File: config.mk
export PLATFORM = sky130hd
export DESIGN_NAME = smd_decoder
export DESIGN_NICKNAME = d
export VERILOG_FILES = /design/src/smd_pkg.sv /design/src/smd_decoder.sv /design/src/smd_vga_route.sv /design/src/smd_window.sv
export VERILOG_INCLUDE_DIRS = /design/src
export SDC_FILE = /design/constraint.sdc
export NUM_CORES = 1
export LEC_CHECK = 0
export BUFFER_PORTS_ARGS = -buffer_cell sky130_fd_sc_hd__buf_2
export CORE_UTILIZATION = 62
export DETAILED_ROUTE_END_ITERATION = 8
export GPL_ROUTABILITY_DRIVEN = 1
export GPL_TIMING_DRIVEN = 0
export PLACE_DENSITY = 0.83
export SETUP_SLACK_MARGIN = 0.4
export SYNTH_ARGS = -nofsm -noshare
export SYNTH_HDL_FRONTEND = slang
export SYNTH_SLANG_ARGS = --single-unit
File: constraint.sdc
create_clock -name clk -period 12.9 [get_ports clk]
set_input_delay 1.29 -clock clk [delete_from_list [all_inputs] [get_ports clk]]
set_output_delay 1.29 -clock clk [all_outputs]
set_load 0.005 [all_outputs]
File: src/smd_cfg.svh
`ifndef SMD_CFG_SVH
`define SMD_CFG_SVH
// Notes on behaviour
// - Compatible window A0000-BFFFF maps to identical DRAM when enabled.
// - Enabled high window FEDA0000-FEDBFFFF remaps to DRAM A0000-BFFFF.
// - Top segment sits below top of low DRAM minus stolen; 1, 2 or 8 MB.
// - Global enable gates all; high replaces compatible; segment enable separate.
// - With high window on, compatible range goes to graphics, port or downstream by video bits.
// - Port and downstream sources never reach SMM space.
// - Unlocked and open allows code and data; closed denies outside SMM.
// - In SMM code is granted; data-close sends data to graphics, port or downstream.
// - Lock ignores open and denies all non-SMM access except write-backs.
// - Processor write-backs reach enabled SMM DRAM regardless of mode.
// - Translated graphics hits to SMM DRAM go to address 0 and set flag.
// - Port writes to aperture are snooped; reads go to 0 with UR.
// - Table fetches at or above segment base or 640K-1M go to 0.
// - Processor I/O inside base/limit goes to port, else downstream.
// - I/O addresses pass untranslated, bit 16 kept for wrap-around.
// - I/O writes are non-posted; memory writes to port or downstream posted.
// - Clearing port I/O enable stops I/O routing to the port.
// - Upstream I/O or configuration becomes a read of 0 with UR.
// - I/O read crossing a dword inside a qword is split in two.
// - Legacy video range: graphics first, then port by video bits, else downstream.
// - Non-SMM hits on the high window terminate, except write-backs or while open and unlocked.
`define SMD_COMPAT_LO 32'h000A_0000
`define SMD_COMPAT_HI 32'h000B_FFFF
`define SMD_HIGH_LO 32'hFEDA_0000
`define SMD_HIGH_HI 32'hFEDB_FFFF
`define SMD_MONO_LO 32'h000B_0000
`define SMD_MONO_HI 32'h000B_7FFF
`define SMD_LEGACY_HI 32'h000F_FFFF
`define SMD_SEG_1M 32'h0010_0000
`define SMD_SEG_2M 32'h0020_0000
`define SMD_SEG_8M 32'h0080_0000
`define SMD_NULL_ADDR 32'h0000_0000
`define SMD_DW_OFS 32'h0000_0004
`define SMD_REG_CTRL 8'h00
`define SMD_REG_MEMTOP 8'h04
`define SMD_REG_STOLEN 8'h08
`define SMD_REG_IOWIN 8'h0C
`define SMD_REG_PCMD 8'h10
`define SMD_REG_AP_LO 8'h14
`define SMD_REG_AP_HI 8'h18
`define SMD_REG_ERR 8'h1C
`define SMD_REG_STAT 8'h20
`define SMD_CTRL_GE 0
`define SMD_CTRL_HEN 1
`define SMD_CTRL_TEN 2
`define SMD_CTRL_OPEN 3
`define SMD_CTRL_CLS 4
`define SMD_CTRL_LCK 5
`define SMD_PCMD_IOEN 0
`define SMD_PCMD_VID 1
`define SMD_PCMD_MONO 2
`define SMD_PCMD_IGD 3
`define SMD_ERR_ITF 0
`define SMD_RST_CTRL 8'h00
`define SMD_RST_WORD 32'h0000_0000
`endif

File: src/smd_pkg.sv
package smd_pkg;
    typedef enum logic [2:0] {
        SMD_TGT_DRAM = 3'h0,
        SMD_TGT_DMI = 3'h1,
        SMD_TGT_PCIE = 3'h2,
        SMD_TGT_IGD = 3'h3,
        SMD_TGT_INT = 3'h4,
        SMD_TGT_ABORT = 3'h5
    } smd_tgt_t;
    typedef enum logic [1:0] {
        SMD_SRC_CPU = 2'h0,
        SMD_SRC_PCIE = 2'h1,
        SMD_SRC_DMI = 2'h2,
        SMD_SRC_GFX = 2'h3
    } smd_src_t;
    typedef enum logic [1:0] {
        SMD_K_MEM = 2'h0,
        SMD_K_IO = 2'h1,
        SMD_K_CFG = 2'h2,
        SMD_K_FETCH = 2'h3
    } smd_kind_t;
    typedef struct packed {
        logic [7:0] ctrl;
        logic [31:0] memtop;
        logic [31:0] stolen;
        logic [31:0] iowin;
        logic [3:0] pcmd;
        logic [31:0] ap_lo;
        logic [31:0] ap_hi;
        logic itf;
        logic [31:0] prdata;
        logic ov;
        smd_tgt_t tgt;
        logic [31:0] oaddr;
        logic [3:0] obe;
        logic ow;
        logic our;
        logic opost;
        logic osnp;
        logic spl;
        logic [31:0] saddr;
        logic [3:0] sbe;
    } smd_st_t;
    // Inclusive address range check
    function automatic logic smd_in(input logic [31:0] a, input logic [31:0] lo,
                                    input logic [31:0] hi);
        return (a >= lo) && (a <= hi);
    endfunction : smd_in
endpackage : smd_pkg

File: src/smd_decoder.sv
// Implementation choices: register access over APB and the address map.
`timescale 1ns/1ps
`include "smd_cfg.svh"
module smd_decoder
    import smd_pkg::*;
(
    input wire logic clk,
    input wire logic rst_n,
    input wire logic ce,
    input wire logic [7:0] paddr,
    input wire logic psel,
    input wire logic penable,
    input wire logic pwrite,
    input wire logic [31:0] pwdata,
    output logic [31:0] prdata,
    output logic pready,
    output logic pslverr,
    input wire logic req_valid,
    output logic req_ready,
    input wire smd_src_t req_src,
    input wire smd_kind_t req_kind,
    input wire logic [31:0] req_addr,
    input wire logic req_write,
    input wire logic [7:0] req_be,
    input wire logic req_smm,
    input wire logic req_code,
    input wire logic request_type_bit,
    output logic out_valid,
    input wire logic out_ready,
    output smd_tgt_t out_tgt,
    output logic [31:0] out_addr,
    output logic [3:0] out_be,
    output logic out_write,
    output logic out_ur,
    output logic out_posted,
    output logic out_snoop,
    output logic invalid_translation_flag
);
    smd_st_t s;
    smd_st_t next_s;
    logic hit_c;
    logic hit_h;
    logic hit_t;
    logic smm_dram;
    logic [31:0] seg_base;
    logic v_in;
    smd_tgt_t v_tgt;
    logic acc;
    logic mapped;
    logic [31:0] rdv;
    smd_tgt_t t;
    logic [31:0] a;
    logic [3:0] be;
    logic w;
    logic ur;
    logic snp;
    logic setf;
    logic split;
    logic grant;
    logic in_ap;
    logic io_hit;

    // Window decode on the live request address
    smd_window u_win (
        .addr(req_addr),
        .ctrl(s.ctrl),
        .memtop(s.memtop),
        .stolen(s.stolen),
        .seg_size(s.ctrl[7:6]),
        .hit_c(hit_c),
        .hit_h(hit_h),
        .hit_t(hit_t),
        .smm_dram(smm_dram),
        .seg_base(seg_base)
    );

    // Legacy video precedence
    smd_vga_route u_vga (
        .addr(req_addr),
        .pcmd(s.pcmd),
        .in_vga(v_in),
        .tgt(v_tgt)
    );

    // Bus and output handshakes
    assign pready = 1'b1;
    assign pslverr = psel && penable && !mapped;
    assign prdata = s.prdata;
    assign req_ready = !s.spl && (!s.ov || out_ready);
    assign acc = req_valid && req_ready && ce;
    assign out_valid = s.ov;
    assign out_tgt = s.tgt;
    assign out_addr = s.oaddr;
    assign out_be = s.obe;
    assign out_write = s.ow;
    assign out_ur = s.our;
    assign out_posted = s.opost;
    assign out_snoop = s.osnp;
    assign invalid_translation_flag = s.itf;

    // Register read mux and address map
    always_comb
    begin
        mapped = 1'b1;
        rdv = `SMD_RST_WORD;
        case (paddr)
            `SMD_REG_CTRL: rdv = {24'h000000, s.ctrl};
            `SMD_REG_MEMTOP: rdv = s.memtop;
            `SMD_REG_STOLEN: rdv = s.stolen;
            `SMD_REG_IOWIN: rdv = s.iowin;
            `SMD_REG_PCMD: rdv = {28'h0000000, s.pcmd};
            `SMD_REG_AP_LO: rdv = s.ap_lo;
            `SMD_REG_AP_HI: rdv = s.ap_hi;
            `SMD_REG_ERR: rdv = {31'h00000000, s.itf};
            `SMD_REG_STAT: rdv = {27'h0000000, s.spl, s.ov, s.tgt};
            default: mapped = 1'b0;
        endcase
    end

    // Request decode, settled in the accepting cycle
    always_comb
    begin
        t = SMD_TGT_DMI;
        a = {req_addr[31:3], 3'b000};
        be = req_be[3:0];
        w = req_write;
        ur = 1'b0;
        snp = 1'b0;
        setf = 1'b0;
        split = 1'b0;
        in_ap = smd_in(req_addr, s.ap_lo, s.ap_hi);
        io_hit = req_addr[15:0] >= s.iowin[15:0] && req_addr[15:0] <= s.iowin[31:16];
        grant = (req_write && !request_type_bit)
            || (s.ctrl[`SMD_CTRL_OPEN] && !s.ctrl[`SMD_CTRL_LCK])
            || (req_smm && (req_code || !s.ctrl[`SMD_CTRL_CLS]));
        if (req_be[3:0] == 4'h0)
        begin
            a = {req_addr[31:3], 3'b000} + `SMD_DW_OFS;
            be = req_be[7:4];
        end
        if (req_kind == SMD_K_FETCH)
        begin
            t = SMD_TGT_DRAM;
            a = req_addr;
            if (req_addr >= seg_base || smd_in(req_addr, `SMD_COMPAT_LO, `SMD_LEGACY_HI))
                a = `SMD_NULL_ADDR;
        end
        else if (req_src == SMD_SRC_CPU)
        begin
            if (req_kind == SMD_K_CFG)
                t = SMD_TGT_INT;
            else if (req_kind == SMD_K_IO)
            begin
                a = {15'h0000, a[16:0]};
                t = (s.pcmd[`SMD_PCMD_IOEN] && io_hit) ? SMD_TGT_PCIE : SMD_TGT_DMI;
                if (!req_write && req_be[3:0] != 4'h0 && req_be[7:4] != 4'h0)
                    split = 1'b1;
            end
            else if (hit_c || hit_h || hit_t)
            begin
                if (grant)
                begin
                    t = SMD_TGT_DRAM;
                    if (hit_h)
                        a = a - `SMD_HIGH_LO + `SMD_COMPAT_LO;
                end
                else if (hit_c)
                    t = v_tgt;
                else if (req_smm && s.ctrl[`SMD_CTRL_CLS])
                    t = SMD_TGT_DMI;
                else
                    t = SMD_TGT_ABORT;
            end
            else if (v_in)
                t = v_tgt;
            else if (in_ap)
                t = SMD_TGT_IGD;
            else if (req_addr < s.memtop)
                t = SMD_TGT_DRAM;
        end
        else if (req_src == SMD_SRC_GFX)
        begin
            t = SMD_TGT_DRAM;
            if (smm_dram || hit_h)
            begin
                a = `SMD_NULL_ADDR;
                setf = 1'b1;
                if (req_write)
                    be = 4'h0;
            end
        end
        else
        begin
            if (req_kind != SMD_K_MEM)
            begin
                t = SMD_TGT_DRAM;
                a = `SMD_NULL_ADDR;
                w = 1'b0;
                ur = 1'b1;
            end
            else if (in_ap)
            begin
                t = SMD_TGT_IGD;
                snp = req_write;
                if (!req_write)
                begin
                    t = SMD_TGT_DRAM;
                    a = `SMD_NULL_ADDR;
                    ur = 1'b1;
                end
            end
            else if (smm_dram || hit_h)
            begin
                t = SMD_TGT_DRAM;
                a = `SMD_NULL_ADDR;
                be = 4'h0;
                ur = !req_write;
            end
            else if (req_addr < s.memtop)
                t = SMD_TGT_DRAM;
        end
    end

    // Next state: registers, output stage, split tail
    always_comb
    begin
        next_s = s;
        if (psel && !penable)
            next_s.prdata = rdv;
        if (psel && penable && pwrite)
        begin
            case (paddr)
                `SMD_REG_CTRL:
                begin
                    if (s.ctrl[`SMD_CTRL_LCK])
                        next_s.ctrl[`SMD_CTRL_CLS] = pwdata[`SMD_CTRL_CLS];
                    else
                        next_s.ctrl = pwdata[7:0];
                end
                `SMD_REG_MEMTOP: next_s.memtop = pwdata;
                `SMD_REG_STOLEN: next_s.stolen = pwdata;
                `SMD_REG_IOWIN: next_s.iowin = pwdata;
                `SMD_REG_PCMD: next_s.pcmd = pwdata[3:0];
                `SMD_REG_AP_LO: next_s.ap_lo = pwdata;
                `SMD_REG_AP_HI: next_s.ap_hi = pwdata;
                `SMD_REG_ERR:
                    if (pwdata[`SMD_ERR_ITF])
                        next_s.itf = 1'b0;
                default: ;
            endcase
        end
        // Hardware set wins over the clear
        if (acc && setf)
            next_s.itf = 1'b1;
        if (s.ov && out_ready)
            next_s.ov = 1'b0;
        if (s.spl && (!s.ov || out_ready))
        begin
            next_s.ov = 1'b1;
            next_s.oaddr = s.saddr;
            next_s.obe = s.sbe;
            next_s.spl = 1'b0;
        end
        else if (acc)
        begin
            next_s.ov = 1'b1;
            next_s.tgt = t;
            next_s.oaddr = a;
            next_s.obe = be;
            next_s.ow = w;
            next_s.our = ur;
            next_s.osnp = snp;
            next_s.opost = w && req_kind == SMD_K_MEM
                && (t == SMD_TGT_DMI || t == SMD_TGT_PCIE);
            next_s.spl = split;
            next_s.saddr = a + `SMD_DW_OFS;
            next_s.sbe = req_be[7:4];
        end
    end

    // State register, frozen while ce is low
    always_ff @(posedge clk or negedge rst_n)
    begin
        if (!rst_n)
        begin
            s <= '0;
            s.ctrl <= `SMD_RST_CTRL;
        end
        else if (ce)
            s <= next_s;
    end
endmodule : smd_decoder

File: src/smd_vga_route.sv
`timescale 1ns/1ps
`include "smd_cfg.svh"
module smd_vga_route
    import smd_pkg::*;
(
    input wire logic [31:0] addr,
    input wire logic [3:0] pcmd,
    output logic in_vga,
    output smd_tgt_t tgt
);
    logic mono;
    assign in_vga = smd_in(addr, `SMD_COMPAT_LO, `SMD_COMPAT_HI);
    assign mono = smd_in(addr, `SMD_MONO_LO, `SMD_MONO_HI);
    // Integrated graphics first, then port, then downstream
    always_comb
    begin
        if (pcmd[`SMD_PCMD_IGD])
            tgt = SMD_TGT_IGD;
        else if (pcmd[`SMD_PCMD_VID] && !(pcmd[`SMD_PCMD_MONO] && mono))
            tgt = SMD_TGT_PCIE;
        else
            tgt = SMD_TGT_DMI;
    end
endmodule : smd_vga_route

File: src/smd_window.sv
`timescale 1ns/1ps
`include "smd_cfg.svh"
module smd_window
    import smd_pkg::*;
(
    input wire logic [31:0] addr,
    input wire logic [7:0] ctrl,
    input wire logic [31:0] memtop,
    input wire logic [31:0] stolen,
    input wire logic [1:0] seg_size,
    output logic hit_c,
    output logic hit_h,
    output logic hit_t,
    output logic smm_dram,
    output logic [31:0] seg_base
);
    logic ge;
    logic [31:0] sz;
    logic [31:0] top;
    logic in_c;
    // Segment size choice
    always_comb
    begin
        case (seg_size)
            2'h0: sz = `SMD_SEG_1M;
            2'h1: sz = `SMD_SEG_2M;
            default: sz = `SMD_SEG_8M;
        endcase
    end
    // Window hits under the enable table
    assign ge = ctrl[`SMD_CTRL_GE];
    assign top = memtop - stolen;
    assign seg_base = top - sz;
    assign in_c = smd_in(addr, `SMD_COMPAT_LO, `SMD_COMPAT_HI);
    assign hit_c = ge && !ctrl[`SMD_CTRL_HEN] && in_c;
    assign hit_h = ge && ctrl[`SMD_CTRL_HEN] && smd_in(addr, `SMD_HIGH_LO, `SMD_HIGH_HI);
    assign hit_t = ge && ctrl[`SMD_CTRL_TEN] && addr >= seg_base && addr < top;
    // SMM DRAM: compatible DRAM backs both low and high windows
    assign smm_dram = hit_t || (ge && in_c);
endmodule : smd_window

Yosys cells after proc, flatten, opt, wreduce, memory -nomap -nowiden

Index checks and enable logic that the tools add are counted.

Reduce and logical (&&, ||, !) cells: 82
$add $sub $neg: 6
Mux-type cells: 80
Eq/ne operators: 15
Bitwise gates (word level): 2
Order comparisons: 14

Operators by type and width:

| kind                                                                               | count |
|---|---|
| 32-bit 2-to-1 mux                                                                  | 14 |
| 32-bit one-hot mux with 9 select lines                                             | 1 |
| 32-bit by 20-bit less-or-equal comparator with 1-bit output, second input constant | 3 |
| 81-bit 2-to-1 mux                                                                  | 1 |
| 32-bit by 3-bit adder with 32-bit output, second input constant                    | 2 |
| 32-bit by 20-bit >= comparator with 1-bit output, second input constant            | 2 |
| 32-bit >= comparator                                                               | 2 |
| 32-bit < comparator                                                                | 2 |
| 24-bit one-hot mux with 2 select lines                                             | 1 |
| 3-bit 2-to-1 mux                                                                   | 13 |
| 36-bit 2-to-1 mux                                                                  | 1 |
| 4-bit 2-to-1 mux                                                                   | 9 |
| 1-bit logical AND                                                                  | 35 |
| 1-bit 2-to-1 mux                                                                   | 35 |
| 32-bit by 20-bit adder with 32-bit output, second input constant                   | 1 |
| 8-bit by 5-bit equality test with 1-bit output, second input constant              | 4 |
| 32-bit >= comparator, second input constant                                        | 1 |
| 32-bit less-or-equal comparator                                                    | 1 |
| 32-bit less-or-equal comparator, second input constant                             | 1 |
| 32-bit by 24-bit subtractor with 32-bit output                                     | 1 |
| 32-bit subtractor                                                                  | 1 |
| 32-bit subtractor, second input constant                                           | 1 |
| 3-bit AND reduction                                                                | 8 |
| 8-bit by 4-bit equality test with 1-bit output, second input constant              | 2 |
| other kinds (21)                                                                   | 57 |

Logic and storage cells: 220
Flip-flop bits (word level): 286
Bits of input ports: 96
Output and inout bits: 80

Longest topological paths before layout

Gate-level depths: netlist of run 1.

Word-level depth: 19
Gate-level depth with buffers: 43
Gate-level depth less buffers: 42

Hierarchy

Synthesis of run 1 repeated with hierarchy kept, for this count alone.

Cell total of the unflattened synthesis: 2347
Area total of the unflattened synthesis: 21478.1 um^2

By module, submodules not included:

| module        | cells each | times used | seq. area each (um^2) | area each (um^2) |
|---|---|---|---|---|
| smd_decoder   | 1892       | 1          | 7156.9                | 18182.4 |
| smd_window    | 442        | 1          | 0.0                   | 3203.1 |
| smd_vga_route | 13         | 1          | 0.0                   | 92.6 |

Worst setup path after synthesis of run 1

Ideal clock, no wire load.

Kind: register -> register
Start point: register s[248] (netlist name)
End point: register s[30] (netlist name)
Path slack: 5203 ps
Arrival time: 7566 ps
Path buffers: 1
Clock period less this slack: 7697 ps
Required time: 12769 ps
Stages on the path, launching flop included: 43
Cell sequence: dfrtp_1 > ha_1 > o21ai_0 > a21oi_1 > o31a_1 > a311o_1 > a31oi_1 > inv_1 > a21oi_1 > o21bai_1 > a21oi_1 > nor2b_1 > o21ai_0 > nand2b_1 > xor2_1 > ha_1 > a21oi_1 > and2_1 > [... 7 more ...] > nand4_1 > nor2_1 > a221oi_1 > o21ai_0 > o21ai_0 > a221oi_4 > a211oi_2 > o22ai_2 > clkbuf_1 > nor2_1 > ha_1 > and3_1 > nand3_1 > nor2_1 > nand4_1 > nor4_1 > xor2_1 > o21ai_1

Longest elaborated chain between the ends: 14

Ends and longest elaborated chain:

| item                                                 | line                                   | RTL |
|---|---|---|
| from (decl)                                          | smd_decoder.sv:39                      | `smd_st_t s;` |
| from (signal assigned)                               | smd_decoder.sv:290                     | `s <= next_s;` |
| 32-bit subtractor *                                  | smd_window.sv:32                       | `assign top = memtop - stolen;` |
| 32-bit by 24-bit subtractor with 32-bit output       | smd_window.sv:33                       | `assign seg_base = top - sz;` |
| 32-bit >= comparator                                 | smd_decoder.sv:145, smd_window.sv:37   |  |
| 1-bit logical AND (2 in a row)                       | smd_window.sv:37                       | `` assign hit_t = ge && ctrl[`SMD_CTRL_TEN] && addr >= seg_base && addr < top; `` |
| 1-bit logical OR                                     | smd_window.sv:39                       | `assign smm_dram = hit_t \|\| (ge && in_c);` |
| 1-bit logical OR                                     | smd_decoder.sv:184, smd_decoder.sv:212 |  |
| 32-bit 2-to-1 mux                                    | smd_decoder.sv:184, smd_decoder.sv:212 |  |
| 32-bit 2-to-1 mux                                    | smd_decoder.sv:201                     | `else if (in_ap)` |
| 32-bit 2-to-1 mux                                    | smd_decoder.sv:194                     | `if (req_kind != SMD_K_MEM)` |
| 32-bit 2-to-1 mux                                    | smd_decoder.sv:181                     | `else if (req_src == SMD_SRC_GFX)` |
| 32-bit 2-to-1 mux                                    | smd_decoder.sv:148                     | `else if (req_src == SMD_SRC_CPU)` |
| 32-bit 2-to-1 mux *                                  | smd_decoder.sv:141                     | `if (req_kind == SMD_K_FETCH)` |
| 32-bit by 3-bit adder with 32-bit output (no line) * | -                                      |  |

Every way passes the cells marked *; elsewhere a longest branch is shown, timed or not.
A chain may end at the register's enable or synchronous reset.

Final worst setup path of run 1

Start point: register s[216] (netlist name)
End point: register s[30] (netlist name)

The elaborated chain is that of the path after synthesis.

==> results.toml, run 1 <==
[cells_and_area]
drive_above_1_share = 0.2182
area_growth_pct = 12.60
final_nets = 2613
layout_commonest_cell = "dfrtp_1"
final_cell_mix = "dfrtp_1 (286), ha_1 (206), inv_1 (192)"
fillers = 2349
design_area_um2 = 22530

[critical_path]
path_buf_inv = 4
cp-startpoint = "s[216]"
required_ns = 13.29
max_stage_delay_ns = 0.48
r2r_start = "s[216]"
startpoint_type = "flip-flop"
cpLargestDelayFamily = "compound AO/OA/AOI/OAI gates"
critical_path_depth = 43
reg2reg_depth = 43
critPathSlowestCell = "a311o_1"
arrival_ns = 9.93
cp_max_fo = 10
path_class = "flip-flop to flip-flop"
end_kind = "flip-flop"

[yosys]
synth.cell_area_um2 = 20010
ys.flop_type = "dfrtp_1"
avgSynthCellArea_um2 = 9.532
yosysUniqueCellTypes = 94
yosys_warnings = 0
synth_seq_cells = 286
synth_compound_area_frac = 0.1790
synth-xor-area-share = 0.02889
synthSimpleGateAreaFrac = 0.1260
synth.area.mux_share = 0.09856
ys_async_sr_fraction = 1.000
synth_cells = 2099
synth_top_cell_by_area = "dfrtp_1"
yosys.area_share.adder = 0.1324
synth_top_area_frac = 0.3577
syn_nets = 2403
ys_top_cells_by_area = "dfrtp_1 (36%), ha_1 (13%), mux2_2 (9.7%)"
ys_seq_area_frac = 0.3577
synth_top_family_by_area = "compound AO/OA/AOI/OAI gates"
synth_edf_count = 0

[power_and_ir_drop]
leakage_nw = 10.78
peakVddDrop_uv = 134.1
power_density_nw_per_um2 = 122.1

[clocking]
htree_levels = 2
cts_buffers = 34
insertion_delay_ns = 0.53
cts_tree = "yes"
cts.repair.resized = 0
cts.sinks = 286
clock_path_buffers = 3
root_buffer = "clkbuf_16"
cts_hold_buf = 0
clk_pin_slew_ns = 0.06
cts_setup_buffers = 0

[timing]
finalHoldViolCount = 0
worst_slew_pin_slew_ns = 1.040
rsz0062_at_grt = "no"
period_minus_slack_ns = 9.542
fin_skew_ns = 0.02229
maxSlewHeadroom = 0.3064
fin_tns_setup_ns = 0
timing.final.max_slew_violations = 0
final.period_utilization = 0.7397
setup_viol = 0
max_freq_mhz = 104.8

[die]
fp.coreArea_um2 = 31640
dieArea_um2 = 32990
std_cell_rows = 65
start_util = 0.6324
die_y_um = 181.6
chipWidth_um = 181.6
io_pins = 176

[global_route]
grt_pass1_wl_um = 98520
grt_overflow_total = 0
grt_max_degree = 107
antenna_found_initial = 1
grt_pass1_vias = 17900
grt_use_total = 0.3853

[detailed_routing]
drc = 0
drtIter0Drc = 1953
ant_nets = 0
drt_wl_total_um = 63000
via_count = 17810
vias_per_cell = 6.508
wire_per_inst_um = 23.02
dr.pass1.iters = 6

[worst_hold_path]
hold_depth = 2
hold_path_class = "flip-flop to flip-flop"
min-delay-start = "s[17]"

[placed_design]
gp_congestion = 0.9793
placed_area_um2 = 21440
port_buffers = 172
dp_hpwl_um = 47760

[run_status]
status = "finished, final reports clean"

[run]
maxCapViolCount = 0
[synth_stat cells (all sizes together) (7+ instances only)]
master,count
and3,28
xnor2,34
clkbuf,51
o31ai,17
o211ai,9
nand3,53
xor2,32
nor4,20
dfrtp,286
o22ai,10
nor2,88
mux2,173
nand2,171
a222oi,28
a211oi,14
ha,206
a31oi,20
a221oi,10
buf,95
a221o,16
nand4,30
nand2b,18
nor3b,7
o21ai,94
a21oi,138
a21o,56
and2,13
and4,11
nor2b,16
or3,8
inv,192
nor3,19
a22oi,42
o21a,14
[power by group]
part / internal [mW] / leakage, nW / switching [mW]
clock network: 0.541 / 0.526 / 0.392
logic: 0.340 / 6.37 / 0.414
registers: 1.00 / 3.89 / 0.0634
[worst paths after layout]
kind	to	slack, ns
worst max-delay path	s[30]	3.36
worst min-delay path	s[17]	0.47
worst max register to register	s[30]	3.36
worst min register to register	s[17]	0.47
max in group asynchronous	s[133]	11.18
min in group asynchronous	out_addr[7]	0.73
[cell type report]
| class | instances | area, um2 | share of cell area |
|---|---|---|---|
| diodes | 2 | 5.005 | 0.0002222 |
| plain buffers | 146 | 824.5 | 0.03660 |
| clock buffers | 48 | 993.5 | 0.04410 |
| clock inverters | 12 | 92.59 | 0.004110 |
| inverters | 192 | 720.7 | 0.03199 |
| multi-input cells | 1475 | 11300 | 0.5018 |
| flip-flops and latches | 286 | 7157 | 0.3177 |
| well taps | 402 | 503.0 | 0.02233 |
| repair buffers | 174 | 925.9 | 0.04110 |
[state kept, by name (all words and copies together) (netlist names)]
| register | flops |
|---|---|
| invalid_translation_flag | 1 |
| out_addr | 32 |
| out_be | 4 |
| out_posted | 1 |
| out_snoop | 1 |
| out_tgt | 3 |
| out_ur | 1 |
| out_valid | 1 |
| out_write | 1 |
| prdata | 32 |
| s | 209 |
[worst register-to-register path: cells and delay by family (launching register included)]
kind / cells / cell delay (ns)
and+or+nand+nor: 14 / 2.53
adders and majority gates: 5 / 1.49
AOI/OAI and AO/OA: 17 / 3.91
DFF: 1 / 0.39
xor gates and xnor gates: 3 / 0.60
buffers and inverters: 4 / 0.49
[kinds of logic (layout without fill, tap and decap cells)]
group	Yosys count	after routing
mux	175	175
buf+inv	338	572
xor+xnor	66	66
other cells	1	3
compound gates	523	523
fa+ha+maj	211	211
simple gates	499	499
flops	286	286
[stage by stage]
stage | worst slack (ns) | utilization | instances | hold WS [ns] | power [mW]
after floorplan | 5.203 | - | 2099 | 0.4379 | 1.552
after global placement | 3.681 | 0.6755 | 2673 | 0.4532 | 1.784
after detailed placement | 3.623 | 0.6776 | 2675 | 0.4616 | 1.819
after CTS | 3.541 | 0.7119 | 2735 | 0.4744 | 2.749
after global routing | 2.738 | 0.7120 | 2736 | 0.4846 | 2.882
final | 3.358 | 0.7120 | 2737 | 0.4716 | 2.752
[routing by layer]
layer  track usage  share of wire
met1        0.4963           0.39
met2        0.6245           0.46
met3       0.06679          0.091
met4        0.1990          0.058
met5             0              0
No activity file was read; power rests on OpenSTA's default activity.
==> inputs of run 2 (changes only) <==
--- a/config.mk
+++ b/config.mk
@@ -7,11 +7,11 @@
 export NUM_CORES = 1
 export LEC_CHECK = 0
 export BUFFER_PORTS_ARGS = -buffer_cell sky130_fd_sc_hd__buf_2
-export CORE_UTILIZATION = 62
+export CORE_UTILIZATION = 61
 export DETAILED_ROUTE_END_ITERATION = 8
 export GPL_ROUTABILITY_DRIVEN = 1
 export GPL_TIMING_DRIVEN = 0
-export PLACE_DENSITY = 0.83
+export PLACE_DENSITY = 0.81
 export SETUP_SLACK_MARGIN = 0.4
 export SYNTH_ARGS = -nofsm -noshare
 export SYNTH_HDL_FRONTEND = slang
==> constraint.sdc (replaced) <==
create_clock -name clk -period 8.8 [get_ports clk]
set_input_delay 0.88 -clock clk [delete_from_list [all_inputs] [get_ports clk]]
set_output_delay 0.88 -clock clk [all_outputs]
set_load 0.005 [all_outputs]
==> run 2 against run 1 <==
Effect of this change: sequential power up 47%; non-clock buffer count up 9; clock skew about the same; combinational power up 51%; global-route usage down 0.78 points; fmax up 20%; via count down 0.43%; sequential share of layout area down 0.18 points; clock-buffer cell count down 5; hold slack worse by 0.20 ns.
==> results.toml, run 2 (synthesized netlist as in run 1, its figures left out) <==
[run_status]
status = "finished, final reports clean"

[timing]
final.period_utilization = 0.9020
finalHoldViolCount = 0
max_freq_mhz = 126.0
rsz0062_at_grt = "no"
setup_viol = 0
maxSlewHeadroom = 0.2733
worst_slew_pin_slew_ns = 1.090
period_minus_slack_ns = 7.938
timing.final.max_slew_violations = 0
fin_skew_ns = 0.02256

[placed_design]
gp_congestion = 0.9795
port_buffers = 172
placed_area_um2 = 21480
dp_hpwl_um = 47940

[cells_and_area]
area_growth_pct = 13.25
final_cell_mix = "dfrtp_1 (286), ha_1 (203), inv_1 (191)"
drive_above_1_share = 0.2288
design_area_um2 = 22660
fillers = 2499
seq_area_um2 = 7157
layout_commonest_cell = "dfrtp_1"
multi_input_area_um2 = 11460
regMostFlops = "s"
post-route-util = 0.7107
largest_register_ffs = 209
final_nets = 2618

[die]
io_pins = 176
dieArea_um2 = 33530
std_cell_rows = 65
start_util = 0.6276
fp.coreArea_um2 = 31880
chipWidth_um = 183.1
die_y_um = 183.1

[critical_path]
arrival_ns = 8.38
r2r-end = "s[30]"
required_ns = 9.24
path_class = "flip-flop to flip-flop"
cpLargestDelayFamily = "compound AO/OA/AOI/OAI gates"
r2r_slack_ns = 0.86
reg2reg_depth = 40
critPathSlowestCell = "fa_1"
max_stage_delay_ns = 0.48
end_kind = "flip-flop"
path_buf_inv = 4
startpoint_type = "flip-flop"
crit_top_cell = "o21ai_1"
r2r_start = "s[217]"
cp_max_fo = 10

[power_and_ir_drop]
clkPwrFrac = 0.315
p_int_mw = 2.696
switching_power_mw = 1.245
power_density_nw_per_um2 = 174.0
peakVddDrop_uv = 153.6
pwr-share-seq = 0.396
comb_power_share = 0.289
leakage_nw = 10.79
power_switching_share = 0.3160

[detailed_routing]
vias_per_cell = 6.403
ant_nets = 0
via_count = 17740
drt_wl_total_um = 63290
wire_per_inst_um = 22.85
drtIter0Drc = 1829
drc = 0
dr.pass1.iters = 7

[global_route]
grt_overflow_total = 0
antenna_found_initial = 1
grt_max_degree = 116
grt_use_total = 0.3776
grt_pass1_wl_um = 97190
grt_pass1_vias = 17500

[worst_hold_path]
hold_path_class = "input port to async pin"

[clocking]
root_buffer = "clkbuf_16"
cts_hold_buf = 0
insertion_delay_ns = 0.58
clock_path_buffers = 3
htree_levels = 1
cts.sinks = 286
cts_buffers = 30
clk_pin_slew_ns = 0.06
cts_tree = "yes"

[run]
maxCapViolCount = 0
-- run 2: cell count changes in the layout (fill, tap and decap cells not counted), sizes merged --
cell	delta
bufinv	+1
clkbuf	-5
buf	+9
clkinvlp	-1
inv	-3
diode	-1
-- run 2: worst max-delay path by stage --
| stage | startpoint | end | slack, ns | cells past startpoint |
|---|---|---|---|---|
| floorplan | s[248] | s[30] | 1.10 | 42 |
| global placement | s[248] | s[28] | -0.46 | 42 |
| detailed placement | s[216] | s[28] | -0.57 | 43 |
| CTS | s[216] | s[28] | 0.43 | 44 |
| global route | s[217] | s[30] | 0.40 | 44 |
| finish | s[217] | s[30] | 0.86 | 40 |
-- run 2: worst reg2reg max path: cells and delay by family, from the launching register on --
kind,cells,cell delay [ns]
and+or+nand+nor,10,1.48
adders and majority gates,5,1.63
xor gates and xnor gates,3,0.54
AOI/OAI and AO/OA,18,3.21
DFF,1,0.41
buffers and inverters,4,0.56
-- run 2: power groups by stage --
stage          combinational, mW  sequential, mW  clock [mW]
3_5_place_dp                1.08            1.58           0
4_1_cts                     1.10            1.56        1.25
3_3_place_gp                1.04            1.57           0
2_1_floorplan              0.724            1.55           0
5_1_grt                     1.26            1.58        1.30
6_report                    1.14            1.56        1.24
-- run 2: layout make-up --
| cell class | count | share of cell area |
|---|---|---|
| diodes | 1 | 0.0001104 |
| plain buffers | 146 | 0.03656 |
| clock buffers | 43 | 0.03843 |
| clock inverters | 9 | 0.003424 |
| inverters | 192 | 0.03181 |
| multi-input cells | 1475 | 0.5059 |
| flip-flops and latches | 286 | 0.3159 |
| well taps | 435 | 0.02402 |
| repair buffers | 183 | 0.04385 |
-- run 2: what timing repair did --
item,in CTS,in global routing
buffers inserted,4,5
pin swaps,5,3
endpoints found under the setup margin,14,16
endpoints found under the hold margin,0,0
gates resized for setup,17,22
-- run 2: per-layer routing --
metal	global-route usage	share of wire	vias to the layer above
li1	-	-	7994
met1	0.4837	0.40	8572
met2	0.6189	0.46	971
met3	0.06910	0.088	200
met4	0.1797	0.054	0
met5	0	0	-
-- run 2: metrics by stage --
step | TNS, ns | instances | hold WS [ns] | worst slack (ns) | power (mW)
finish | 0 | 2770 | 0.2666 | 0.8622 | 3.942
global route | 0 | 2770 | 0.3219 | 0.3999 | 4.137
CTS | 0 | 2764 | 0.2908 | 0.4268 | 3.913
detailed placement | -3.405 | 2708 | 0.4612 | -0.5709 | 2.659
global placement | -2.524 | 2706 | 0.4511 | -0.4619 | 2.618
floorplan | 0 | 2099 | 0.4379 | 1.103 | 2.275
==> inputs of run 3 (changes only) <==
--- a/config.mk
+++ b/config.mk
@@ -7,12 +7,13 @@
 export NUM_CORES = 1
 export LEC_CHECK = 0
 export BUFFER_PORTS_ARGS = -buffer_cell sky130_fd_sc_hd__buf_2
-export CORE_UTILIZATION = 61
+export CORE_UTILIZATION = 62
 export DETAILED_ROUTE_END_ITERATION = 8
 export GPL_ROUTABILITY_DRIVEN = 1
 export GPL_TIMING_DRIVEN = 0
-export PLACE_DENSITY = 0.81
+export PLACE_DENSITY = 0.82
 export SETUP_SLACK_MARGIN = 0.4
 export SYNTH_ARGS = -nofsm -noshare
 export SYNTH_HDL_FRONTEND = slang
+export SYNTH_HIERARCHICAL = 1
 export SYNTH_SLANG_ARGS = --single-unit
==> run 3 against run 2 <==
Effect of this change: the flow now finishes with violations (capacitance limit, slew limit); fmax shrank 5.2%; first-iteration DRC count rose by 16%; utilization up 1.3 points; register-to-register slack lost 0.44 ns; combinational power increased by 39%; largest cell class unchanged.
==> results.toml, run 3 <==
[detailed_routing]
drtIter0Drc = 2120
met3_length_um = 6546
wl_met1_um = 28250
wire_per_inst_um = 23.64
ant_nets = 0
topRoutingLayerUsed = "met5"
via_count = 19950
drt_wl_total_um = 72170
wl_met2_um = 32750
vias_per_cell = 6.536
dr.pass1.iters = 9
drc = 0

[timing]
timing.final.max_slew_violations = 8
period_minus_slack_ns = 8.376
rsz0062_at_grt = "yes"
max_freq_mhz = 119.4
fin_skew_ns = 0.01353
final.period_utilization = 0.9519
finalHoldViolCount = 0
setup_viol = 0
worst_slew_pin_slew_ns = 1.517
maxSlewHeadroom = -0.02053

[power_and_ir_drop]
peakVddDrop_uv = 171.7
design_power_total_mw = 4.552
leakage_nw = 11.34
power_density_nw_per_um2 = 186.1

[critical_path]
path_buf_inv = 6
required_ns = 9.24
critPathSlowestCell = "or3_1"
crit_top_cell = "a21o_1"
startpoint_type = "flip-flop"
cp_max_fo = 4
arrival_ns = 8.82
path_class = "flip-flop to flip-flop"
max_stage_delay_ns = 0.42
end_kind = "flip-flop"
cpLargestDelayFamily = "compound AO/OA/AOI/OAI gates"

[run]
maxCapViolCount = 1

[die]
io_pins = 176
chipWidth_um = 188.1
start_util = 0.6358
fp.coreArea_um2 = 33780
std_cell_rows = 67
dieArea_um2 = 35390
die_y_um = 188.1

[yosys]
yosysUniqueCellTypes = 100
synth_edf_count = 0
synth_cells = 2347
ys_top_cells_by_area = "dfrtp_1 (33%), ha_1 (14%), mux2_2 (8.8%)"
synth_top_area_frac = 0.3332
yosys_warnings = 6
ys_async_sr_fraction = 1.000
ys_seq_area_frac = 0.3332
synth.top_cells.by_count = "dfrtp_1 (286), inv_1 (247), ha_1 (238)"
synth_top_cell_by_area = "dfrtp_1"
ys.flop_type = "dfrtp_1"
synth.cell_area_um2 = 21480
avgSynthCellArea_um2 = 9.151
syn_nets = 2682
yosysMostFrequentCell = "dfrtp_1"
synth_seq_cells = 286

[global_route]
grt_pass1_vias = 19460
grt_pass1_wl_um = 110200
grt_use_total = 0.4047
grt_max_degree = 122
grt_overflow_total = 0
antenna_found_initial = 1

[cells_and_area]
antenna_cells = 0
drive_above_1_share = 0.2230
final_cell_mix = "dfrtp_1 (286), inv_1 (244), ha_1 (232)"
final_nets = 2916
area_growth_pct = 13.87
layout_commonest_cell = "dfrtp_1"
regMostFlops = "s"
largest_register_ffs = 209
stdcell_count = 3053
fillers = 2557

[worst_hold_path]
hold_path_class = "input port to async pin"

[clocking]
cts.sinks = 286
root_buffer = "clkbuf_16"
clk_pin_slew_ns = 0.07
insertion_delay_ns = 0.58
clock_path_buffers = 3
cts_tree = "yes"
cts_buffers = 30
htree_levels = 1
cts_hold_buf = 0

[run_status]
status = "complete, but fails checks"
violations = "capacitance limit, slew limit"

[placed_design]
gp_congestion = 0.9855
place_inst = 2968
port_buffers = 171
dp_hpwl_um = 54420
[run 3: worst paths after layout]
check	slack [ns]	startpoint	cells past startpoint	to
max in group asynchronous	7.47	rst_n	2	s[126]
max reg2reg	0.42	s[246]	44	s[32]
min in group clk	0.48	s[2]	2	s[2]
min reg2reg	0.48	s[2]	2	s[2]
max	0.42	s[246]	44	s[32]
min	0.28	rst_n	1	s[23]
[run 3: cell type report]
cell class                 count  area [um2]  area share
clock inverter                16       231.5    0.009464
tap                          448       560.5     0.02292
buffer                       143       833.3     0.03407
sequential                   286        7157      0.2926
multi-input combinational   1669       12770      0.5223
timing repair buffer         202        1139     0.04655
inverter                     249       934.6     0.03822
clock buffer                  40       828.3     0.03387
[run 3: timing repair]
action / 4_1_cts / 5_1_grt
pin swaps: 16 / 40
setup endpoints to repair: 19 / 18
setup buffers: 14 / 15
resized for setup: 21 / 31
[run 3: power breakdown]
part	switching, mW	total, mW	internal (mW)
clock network	0.553	1.36	0.810
registers	0.111	1.60	1.49
logic	0.863	1.59	0.724
[run 3: logic make-up (layout without fill, tap and decap cells)]
| kind of cell | count (synthesis) | in the layout | synth area share |
|---|---|---|---|
| simple gates | 630 | 630 | 0.1480 |
| compound gates | 556 | 556 | 0.1775 |
| buf+inv | 392 | 650 | 0.08191 |
| flops | 286 | 286 | 0.3332 |
| mux | 169 | 169 | 0.08849 |
| other cells | 2 | 2 | 0.0003497 |
| fa+ha+maj | 241 | 241 | 0.1405 |
| xor+xnor | 71 | 71 | 0.03000 |
[run 3: worst register-to-register path, delay by kind of cell, from the launching register on]
family	cells	cell delay (ns)
AOI/OAI and AO/OA	17	3.31
and+or+nand+nor	13	2.08
adders and majority gates	5	1.20
buffers and inverters	6	0.66
xor gates and xnor gates	3	0.65
DFF	1	0.38
[run 3: routing by layer]
layer  vias to the layer above  GRT usage
li1                       8895          -
met1                      9654     0.5183
met2                      1155     0.6509
met3                       247    0.06270
met4                         2     0.2333
met5                         -          0
[run 3: through the flow]
stage	hold WS (ns)	cell area (um2)	TNS [ns]	util	setup slack (ns)
2_1_floorplan	0.4408	21480	0	-	0.9209
3_3_place_gp	0.4579	22890	-2.972	0.6777	-0.5612
3_5_place_dp	0.4669	22960	-3.680	0.6796	-0.6499
4_1_cts	0.2990	24210	0	0.7166	0.4266
5_1_grt	0.3172	24460	0	0.7239	0.04299
6_report	0.2766	24460	0	0.7239	0.4236
